[config.mk]
export PLATFORM = sky130hd
export DESIGN_NAME = fpcb_top
export DESIGN_NICKNAME = d
export VERILOG_FILES = /design/src/pkg/fpcb_pkg.sv /design/src/hw/fpcb_top.sv
export VERILOG_INCLUDE_DIRS = /design/src /design/src/pkg
export SDC_FILE = /design/constraint.sdc
export NUM_CORES = 1
export LEC_CHECK = 0
export BUFFER_PORTS_ARGS = -buffer_cell sky130_fd_sc_hd__buf_2
export CAP_MARGIN = 40
export CORE_UTILIZATION = 44
export DETAILED_ROUTE_END_ITERATION = 8
export GPL_ROUTABILITY_DRIVEN = 0
export PLACE_DENSITY = 0.76
export SETUP_SLACK_MARGIN = 0.1
export SKIP_LAST_GASP = 1
export SYNTH_ARGS = -nofsm -noshare
export SYNTH_HDL_FRONTEND = slang
export SYNTH_SLANG_ARGS = --single-unit
[constraint.sdc]
create_clock -name pclk -period 1.8 [get_ports pclk]
set_clock_uncertainty 0.05 [all_clocks]
set_input_delay 0.18 -clock pclk [delete_from_list [all_inputs] [get_ports pclk]]
set_output_delay 0.18 -clock pclk [all_outputs]
set_load 0.01 [all_outputs]
[src/pkg/fpcb_params.svh]
// Offsets, field positions, reset values and widths of the protection bank
`ifndef FPCB_PARAMS_SVH
`define FPCB_PARAMS_SVH

`define FPCB_ADDR_W 8
`define FPCB_OFS_TRIM 8'h00
`define FPCB_OFS_SPARE 8'h04
`define FPCB_OFS_PROT_BASE 8'h08
`define FPCB_OFS_PROT_STEP 8'h04
`define FPCB_OFS_HOLD 8'h1C
`define FPCB_OFS_STATUS 8'h20

`define FPCB_NUM_PROT 5
`define FPCB_IDX_SRC 4
`define FPCB_IDX_SNK 3
`define FPCB_IDX_POS 2
`define FPCB_IDX_NEG 1
`define FPCB_IDX_OT 0

`define FPCB_BIT_ARM 7
`define FPCB_BIT_TRIM_DIR 7
`define FPCB_BIT_SRC_HOLD 4
`define FPCB_BIT_SNK_HOLD 3
`define FPCB_BIT_SHUTDOWN 7

`define FPCB_RST_TRIM 8'h00
`define FPCB_RST_PROT 8'h00
`define FPCB_RST_HOLD 1'b0
`define FPCB_RST_FLAG 5'h00
`define FPCB_SYNC_STAGES 2

`endif

[src/pkg/fpcb_pkg.sv]
// Types shared by the protection configuration bank
package fpcb_pkg;

   typedef struct packed {
      logic enable;
      logic [6:0] threshold;
   } fpcb_prot_t;

   typedef struct packed {
      logic [7:0] bias_trim_code;
      fpcb_prot_t [4:0] prot;
      logic source_alarm_hold_enable;
      logic sink_alarm_hold_enable;
   } fpcb_cfg_t;

endpackage : fpcb_pkg

[src/hw/fpcb_top.sv]
// APB register bank for trim, protection arming, thresholds and alarm flags
//
// How it works
// - Eight-bit read/write bias trim code, resets to zero for nominal current.
// - Trim bit 7 chooses direction: zero reduces, one increases current.
// - Trim bits 6:0 carry the magnitude, passed unchanged to the analog side.
// - Source overcurrent arm bit 7 resets to zero; one enables source monitoring.
// - Source overcurrent threshold in bits 6:0, read/write, resets to zero.
// - Sink overcurrent arm bit 7 resets to zero; one enables sink monitoring.
// - Sink overcurrent threshold in bits 6:0, read/write, resets to zero.
// - Positive overvoltage arm bit 7 resets to zero; one enables monitoring.
// - Positive overvoltage threshold in bits 6:0, read/write, resets to zero.
// - Negative overvoltage arm bit 7 resets to zero; one enables monitoring.
// - Negative overvoltage threshold in bits 6:0, read/write, resets to zero.
// - Overtemperature register: arm bit 7 off at reset, threshold 6:0 zero.
// - Source hold bit 4 zero: source flag follows fault and self-clears.
// - Source hold bit 4 one: source flag set by fault, held afterwards.
// - Sink hold bit 3 zero: sink flag follows fault and self-clears.
// - Sink hold bit 3 one: sink flag set by fault, held until cleared.
// - Latched flag clears on a written one or when its hold bit is written zero; a zero written to status leaves it.
// - Armed detected fault shuts down the driver, as does the shutdown pin.
//
// Chosen here: the placing of the registers and register access over APB.
`timescale 1ns/100ps
`include "fpcb_params.svh"

module fpcb_top #(
   parameter int ADDR_W = `FPCB_ADDR_W,
   parameter int SYNC_STAGES = `FPCB_SYNC_STAGES
) (
   input wire logic pclk,
   input wire logic presetn,
   input wire logic psel,
   input wire logic penable,
   input wire logic pwrite,
   input wire logic [ADDR_W-1:0] paddr,
   input wire logic [31:0] pwdata,
   output logic [31:0] prdata,
   output logic pready,
   output logic pslverr,
   input wire logic [4:0] fault_raw,
   input wire logic external_shutdown_pin,
   output fpcb_pkg::fpcb_cfg_t cfg,
   output logic [4:0] alarm_flags,
   output logic hv_shutdown
);

   if (ADDR_W < `FPCB_ADDR_W) begin : g_chk_addr
      $error("fpcb_top: ADDR_W too narrow for the register map");
   end
   if (SYNC_STAGES < 2) begin : g_chk_sync
      $error("fpcb_top: SYNC_STAGES must be at least 2");
   end

   // Byte offset of protection register idx; source sits lowest
   function automatic logic [7:0] prot_offset(input int idx);
      logic [7:0] step_count;
      step_count = 8'(`FPCB_IDX_SRC - idx);
      prot_offset = 8'(`FPCB_OFS_PROT_BASE + step_count * `FPCB_OFS_PROT_STEP);
   endfunction : prot_offset

   fpcb_pkg::fpcb_cfg_t cfg_reg;
   fpcb_pkg::fpcb_cfg_t cfg_next;
   logic [4:0] flag_reg;
   logic [4:0] flag_next;
   logic shut_reg;
   logic shut_next;
   logic [31:0] prdata_reg;
   logic [31:0] prdata_next;
   logic pready_reg;
   logic pslverr_reg;
   logic [4:0] sync_reg [SYNC_STAGES];

   // Bus phase decode
   wire logic [7:0] addr_lo = paddr[7:0];
   wire logic upper_zero = (paddr >> 8) == '0;
   wire logic acc_wait = psel & penable & ~pready_reg;
   wire logic commit = psel & penable & pready_reg;
   wire logic wr_commit = commit & pwrite;

   // Address decode
   wire logic sel_trim = upper_zero & (addr_lo == `FPCB_OFS_TRIM);
   wire logic sel_spare = upper_zero & (addr_lo == `FPCB_OFS_SPARE);
   wire logic sel_hold = upper_zero & (addr_lo == `FPCB_OFS_HOLD);
   wire logic sel_status = upper_zero & (addr_lo == `FPCB_OFS_STATUS);
   logic [4:0] sel_prot;
   for (genvar i = 0; i < `FPCB_NUM_PROT; i++) begin : g_dec
      assign sel_prot[i] = upper_zero & (addr_lo == prot_offset(i));
   end
   wire logic mapped = sel_trim | sel_spare | sel_hold | sel_status | (|sel_prot);

   // Fault path
   wire logic [4:0] fault_sync = sync_reg[SYNC_STAGES-1];
   logic [4:0] arm_vec;
   for (genvar i = 0; i < `FPCB_NUM_PROT; i++) begin : g_arm
      assign arm_vec[i] = cfg_reg.prot[i].enable;
   end
   wire logic [4:0] fault_armed = fault_sync & arm_vec;
   wire logic [4:0] hold_vec = {cfg_reg.source_alarm_hold_enable,
                                cfg_reg.sink_alarm_hold_enable, 3'b000};
   wire logic [4:0] flag_clr = (wr_commit & sel_status) ? pwdata[4:0] : 5'h00;

   // Set beats clear so a fault in the clearing cycle is kept
   for (genvar i = 0; i < `FPCB_NUM_PROT; i++) begin : g_flag
      assign flag_next[i] = hold_vec[i] ? (fault_armed[i] | (flag_reg[i] & ~flag_clr[i]))
                                        : fault_armed[i];
   end

   // Held flags keep the driver down until software clears them
   assign shut_next = external_shutdown_pin | (|fault_armed)
                    | (|(flag_reg & hold_vec & ~flag_clr));

   // Register writes
   always_comb begin
      cfg_next = cfg_reg;
      if (wr_commit & sel_trim) begin
         cfg_next.bias_trim_code = pwdata[7:0];
      end
      for (int i = 0; i < `FPCB_NUM_PROT; i++) begin
         if (wr_commit & sel_prot[i]) begin
            cfg_next.prot[i].enable = pwdata[`FPCB_BIT_ARM];
            cfg_next.prot[i].threshold = pwdata[6:0];
         end
      end
      if (wr_commit & sel_hold) begin
         cfg_next.source_alarm_hold_enable = pwdata[`FPCB_BIT_SRC_HOLD];
         cfg_next.sink_alarm_hold_enable = pwdata[`FPCB_BIT_SNK_HOLD];
      end
   end

   // Read mux; reserved bits and the spare register read zero
   always_comb begin
      prdata_next = 32'h0000_0000;
      if (sel_trim) begin
         prdata_next[7:0] = cfg_reg.bias_trim_code;
      end
      for (int i = 0; i < `FPCB_NUM_PROT; i++) begin
         if (sel_prot[i]) begin
            prdata_next[7:0] = cfg_reg.prot[i];
         end
      end
      if (sel_hold) begin
         prdata_next[`FPCB_BIT_SRC_HOLD] = cfg_reg.source_alarm_hold_enable;
         prdata_next[`FPCB_BIT_SNK_HOLD] = cfg_reg.sink_alarm_hold_enable;
      end
      if (sel_status) begin
         prdata_next[`FPCB_BIT_SHUTDOWN] = shut_reg;
         prdata_next[4:0] = flag_reg;
      end
   end

   // Spare register writes are dropped quietly; unmapped addresses return pslverr

   always_ff @(posedge pclk or negedge presetn) begin
      if (!presetn) begin
         for (int k = 0; k < SYNC_STAGES; k++) begin
            sync_reg[k] <= 5'h00;
         end
      end else begin
         sync_reg[0] <= fault_raw;
         for (int k = 1; k < SYNC_STAGES; k++) begin
            sync_reg[k] <= sync_reg[k-1];
         end
      end
   end

   always_ff @(posedge pclk or negedge presetn) begin
      if (!presetn) begin
         cfg_reg.bias_trim_code <= `FPCB_RST_TRIM;
         cfg_reg.prot <= {`FPCB_NUM_PROT{`FPCB_RST_PROT}};
         cfg_reg.source_alarm_hold_enable <= `FPCB_RST_HOLD;
         cfg_reg.sink_alarm_hold_enable <= `FPCB_RST_HOLD;
         flag_reg <= `FPCB_RST_FLAG;
         shut_reg <= 1'b0;
      end else begin
         cfg_reg <= cfg_next;
         flag_reg <= flag_next;
         shut_reg <= shut_next;
      end
   end

   // One wait state: data and error are loaded as pready rises
   always_ff @(posedge pclk or negedge presetn) begin
      if (!presetn) begin
         pready_reg <= 1'b0;
         pslverr_reg <= 1'b0;
         prdata_reg <= 32'h0000_0000;
      end else begin
         pready_reg <= acc_wait;
         if (acc_wait) begin
            pslverr_reg <= ~mapped;
            prdata_reg <= (pwrite | ~mapped) ? 32'h0000_0000 : prdata_next;
         end else begin
            pslverr_reg <= 1'b0;
         end
      end
   end

   assign prdata = prdata_reg;
   assign pready = pready_reg;
   assign pslverr = pslverr_reg;
   assign cfg = cfg_reg;
   assign alarm_flags = flag_reg;
   assign hv_shutdown = shut_reg;

endmodule : fpcb_top

Yosys cells after proc, flatten, opt, wreduce, memory -nomap -nowiden
Index checks and enable logic that the tools add are counted.
{"block": "totals", "regBits": 100, "in_bits": 51, "output_inout_bits": 90, "wordCells": 77}
{"block": "classes", "eq_ne": 8, "n_mux": 14, "bitwise_logic": 31, "reduce_logical": 4}
{"operator": "2-to-1 mux 8 bit", "count": 7}
{"operator": "== test 8 x 5 -> 1 bit (second input constant)", "count": 4}
{"operator": "== test 8 x 4 -> 1 bit (second input constant)", "count": 2}
{"operator": "bitwise AND 5 bit", "count": 3}
{"operator": "OR reduction 5 bit", "count": 3}
{"operator": "bitwise AND 1 bit", "count": 14}
{"operator": "2-to-1 mux 5 bit", "count": 2}
{"operator": "bitwise OR 1 bit", "count": 9}
{"operator": "== test 8 x 3 -> 1 bit (second input constant)", "count": 1}
{"operator": "== test 8 x 6 -> 1 bit (second input constant)", "count": 1}
{"operator": "logical NOT 8 bit", "count": 1}
{"operator": "inverter 5 bit", "count": 1}
{"operator": "2-to-1 mux 1 bit", "count": 4}
{"operator": "inverter 1 bit", "count": 4}
{"operator": "2-to-1 mux 2 bit", "count": 1}

Longest topological paths before layout
{"block": "logic_depth", "depth_word": 10, "depth_mapped": 7, "mapped_depth_nobuf": 5}

Least setup slack after synthesis
No wires, ideal clock.
{"block": "synth_path", "path_type": "reg2reg", "start": "register pready_reg, in the netlist pready", "end": "register cfg_reg (netlist bit cfg[42])", "setup_ns": 0.125, "t_arrival_ns": 1.630, "required_ns": 1.625, "slack_ns": -0.005, "stages_incl_launch_ff": 5, "n_path_buf": 1, "period_less_slack_ns": 1.805, "cell_sequence": "dfrtp_1 > nand4_2 > or4b_1 > buf_2 > mux2_4"}
{"block": "synth_between", "elab_chain_len": 3}
{"item": "from (decl)", "line_no": "fpcb_top.sv:70", "source": "logic pready_reg;"}
{"item": "from (signal assigned)", "line_no": "fpcb_top.sv:189", "source": "pready_reg <= acc_wait;"}
{"item": "bitwise AND 1 bit", "line_no": "fpcb_top.sv:78", "source": "wire logic commit = psel & penable & pready_reg;"}
{"item": "bitwise AND 1 bit", "line_no": "fpcb_top.sv:79", "source": "wire logic wr_commit = commit & pwrite;"}
{"item": "bitwise AND 1 bit", "line_no": "fpcb_top.sv:116", "source": "if (wr_commit & sel_trim) begin"}
{"item": "to (signal assigned)", "line_no": "fpcb_top.sv:176", "source": "cfg_reg <= cfg_next;"}
{"item": "to (decl)", "line_no": "fpcb_top.sv:62", "source": "fpcb_pkg::fpcb_cfg_t cfg_reg;"}
Every way passes these cells.
A chain may end at the register's enable or synchronous reset.

Worst setup path after layout
{"block": "layout_path", "start": "register pready_reg, in the netlist pready", "end": "register cfg_reg (netlist bit cfg[46])"}
Same word-level chain as after synthesis.

==> results.yml <==
outcome:
  status: "complete, no violations"
critical_path:
  path_delay_family: "simple AND/OR/NAND/NOR gates"
  criticalPathCategory: "flop to flop"
  critical_path.max_stage_delay_ps: 510
  critical_path_arrival_ps: 1840
  crit_path_end_kind: "flop"
  path_max_fanout: 8
  worst_ep_required_time_ps: 1990
  crit_path_cell_trace: "nand4_4 > or4b_4 > buf_12 > mux2_4"
  path_buf_inv: 1
  r2r_setup_slack_ps: 140
  worstSetupStartpointType: "flop"
  critPathSlowestCell: "or4b_4"
finish:
  drive_gt1_frac: 0.480
  largest_reg_flops: 50
  nets: 488
  syn2layout_area_growth_pct: 29.0
  layoutNonFillerInstCount: 544
  diodes: 0
timing:
  drv_slew: 0
  finalCriticalPeriod_ps: 1660
  min_period_over_period: 0.920
  tns_ps: 0
  finalHoldViolCount: 0
  max_freq_mhz: 604
  setup_viol: 0
  rsz0062_at_grt: "yes"
yosys:
  syn_area_mm2: 0.00364
  synthFlopType: "dfrtp_1"
  ys_seq_area_frac: 0.523
  synth.top_cell.area_share: 0.523
  synth_common_cells: "dfrtp_1 (76), mux2_2 (42), buf_4 (26), nand2_1 (17), nor2_1 (15)"
  synth_edf_count: 0
  post-synth-top-count-cell: "dfrtp_1"
  synth.distinct_cells: 46
  ys_warn_count: 0
  synth-seq-cells: 76
  synth_cells: 302
  ys_top_cells_by_area: "dfrtp_1 (52%), mux2_2 (13%), buf_4 (5.4%)"
  synth_top_area_cell: "dfrtp_1"
  avgSynthCellArea_um2: 12.0
  async_reset_ff_frac: 1.00
clock_tree:
  cts_buffer_depth: 2
  cts_tree: "done"
  htreeDepth: 3
  path_clk_slew_ps: 80
  clockRootBuffer: "clkbuf_8"
  clk_latency_ps: 350
  cts.sinks: 76
  numCtsBuffers: 9
floorplanning:
  coreArea_mm2: 0.00785
  initial_utilization: 0.464
  pin_count: 141
  rows: 32
  die_h_um: 92.9
  fp.dieArea_mm2: 0.00864
  die_w_um: 92.9
placed_design:
  portBuffers: 92
  place_inst: 521
  dp_hpwl_um: 7090
flow_run:
  maxCapViolations: 0
pwr:
  p_total_w: 0.00331
  p_leak_nw: 2.47
  peakVddDrop_v: 0.000664
  power_density_mw_per_mm2: 706
routing:
  vias: 2950
  drt_wl_total_um: 9380
  vias_per_cell: 5.42
  avgRoutedWirePerCell_um: 17.2
  route.detailed.drc: 0
  antenna_left: 0
  dr.pass1.iters: 5
  drtIter0Drc: 171
global_routing:
  antenna_found_initial: 0
  grt_first_pass_wirelength_um: 15000
  gr-usage-all-layers: 0.231
  grt_pass1_vias: 2858
  grt.overflow.total: 0
  grt_max_degree: 77
hold_path:
  hold_path.class: "input port to flop"
-- final cells by class --
cell class | instances | area, um^2
Timing Repair Buffer | 135 | 848
Tap cell | 102 | 128
Multi-Input combinational cell | 214 | 1600
Clock buffer | 9 | 124
Inverter | 1 | 3.75
Fill cell | 670 | 3160
Sequential cell | 76 | 1900
Clock inverter | 7 | 81.3
-- logic make-up (layout without fill, tap and decap cells) --
kind of cell,count (synthesis),count (layout),share of synthesized area
and+or+nand+nor,89,89,0.147
DFF,76,76,0.523
muxes,52,52,0.169
AOI/OAI and AO/OA,49,49,0.0946
buffers and inverters,35,152,0.0664
other,1,24,0.00103
-- cell usage in the layout, fill, tap and decap left out, types with 3 or more instances in the layout --
master / count
a22oi_1: 6
conb_1: 24
clkbuf_8: 9
nor2_1: 14
nand4_1: 4
dlygate4sd3_1: 6
nor2_4: 3
nand2_1: 17
o21ai_0: 11
buf_4: 33
a221oi_1: 4
o31ai_1: 4
and2b_1: 3
a211oi_1: 4
o22ai_1: 4
nand3_1: 9
buf_12: 4
mux2_2: 42
and2_1: 8
nor3_1: 4
and3_1: 5
inv_6: 4
a22o_1: 4
mux2_4: 8
nand4b_1: 4
buf_2: 92
dfrtp_1: 75
a21oi_1: 4
or3_1: 3
-- power by group --
part           leakage [nW]  internal (W)  total, W  switching (W)
Sequential             1.03       0.00172   0.00173     0.00000974
Clock                 0.101      0.000662   0.00133       0.000672
Combinational          1.34     0.0000846  0.000244       0.000160
Total                  2.47       0.00247   0.00331       0.000841
-- per-layer routing --
metal / wire length [um] / vias to the layer above / global-route usage
met1: 4000 / 1439 / 0.317
met2: 4490 / 165 / 0.351
met3: 716 / 19 / 0.0657
met4: 176 / 0 / 0.0782
li1: - / 1327 / -
met5: 0 / - / 0
-- path summary, 6_finish.rpt --
| kind | from | to | depth (start not counted) |
|---|---|---|---|
| max reg2reg | pready$_DFF_PN0_ | cfg[46]$_DFFE_PN0P_ | 4 |
| min in group asynchronous | presetn | sync_reg[7]$_DFF_PN0_ | 3 |
| max in group asynchronous | presetn | pready$_DFF_PN0_ | 3 |
| min reg2reg | sync_reg[9]$_DFF_PN0_ | fault_sync[4]$_DFF_PN0_ | 0 |
| max | pready$_DFF_PN0_ | cfg[46]$_DFFE_PN0P_ | 4 |
| min | external_shutdown_pin | hv_shutdown$_DFF_PN0_ | 3 |
-- worst register-to-register path, delay by kind of cell (launching register included) --
kind,cells,cell delay (ps)
AND/OR/NAND/NOR,2,620
flip-flops,1,410
multiplexers,1,290
buffers and inverters,1,170
-- per-stage QoR --
stage / setup slack [ps] / cell area (um^2) / utilization / hold slack [ps]
6_report: 145 / 4690 / 0.598 / 73.8
5_1_grt: 92.2 / 4690 / 0.598 / 66.5
4_1_cts: 101 / 4670 / 0.595 / 57.6
3_5_place_dp: -72.0 / 4390 / 0.560 / 192
3_3_place_gp: -22.7 / 4390 / 0.560 / 185
2_1_floorplan: 103 / 3740 / - / -166
-- timing repair --
item,4_1_cts,5_1_grt
gates resized for setup,2,5
hold buffers,6,0
buffers inserted,0,1
pin swaps,0,2
endpoints found under the hold margin,81,0
setup endpoints to repair,8,21
Power figures use the tool's default switching activity.
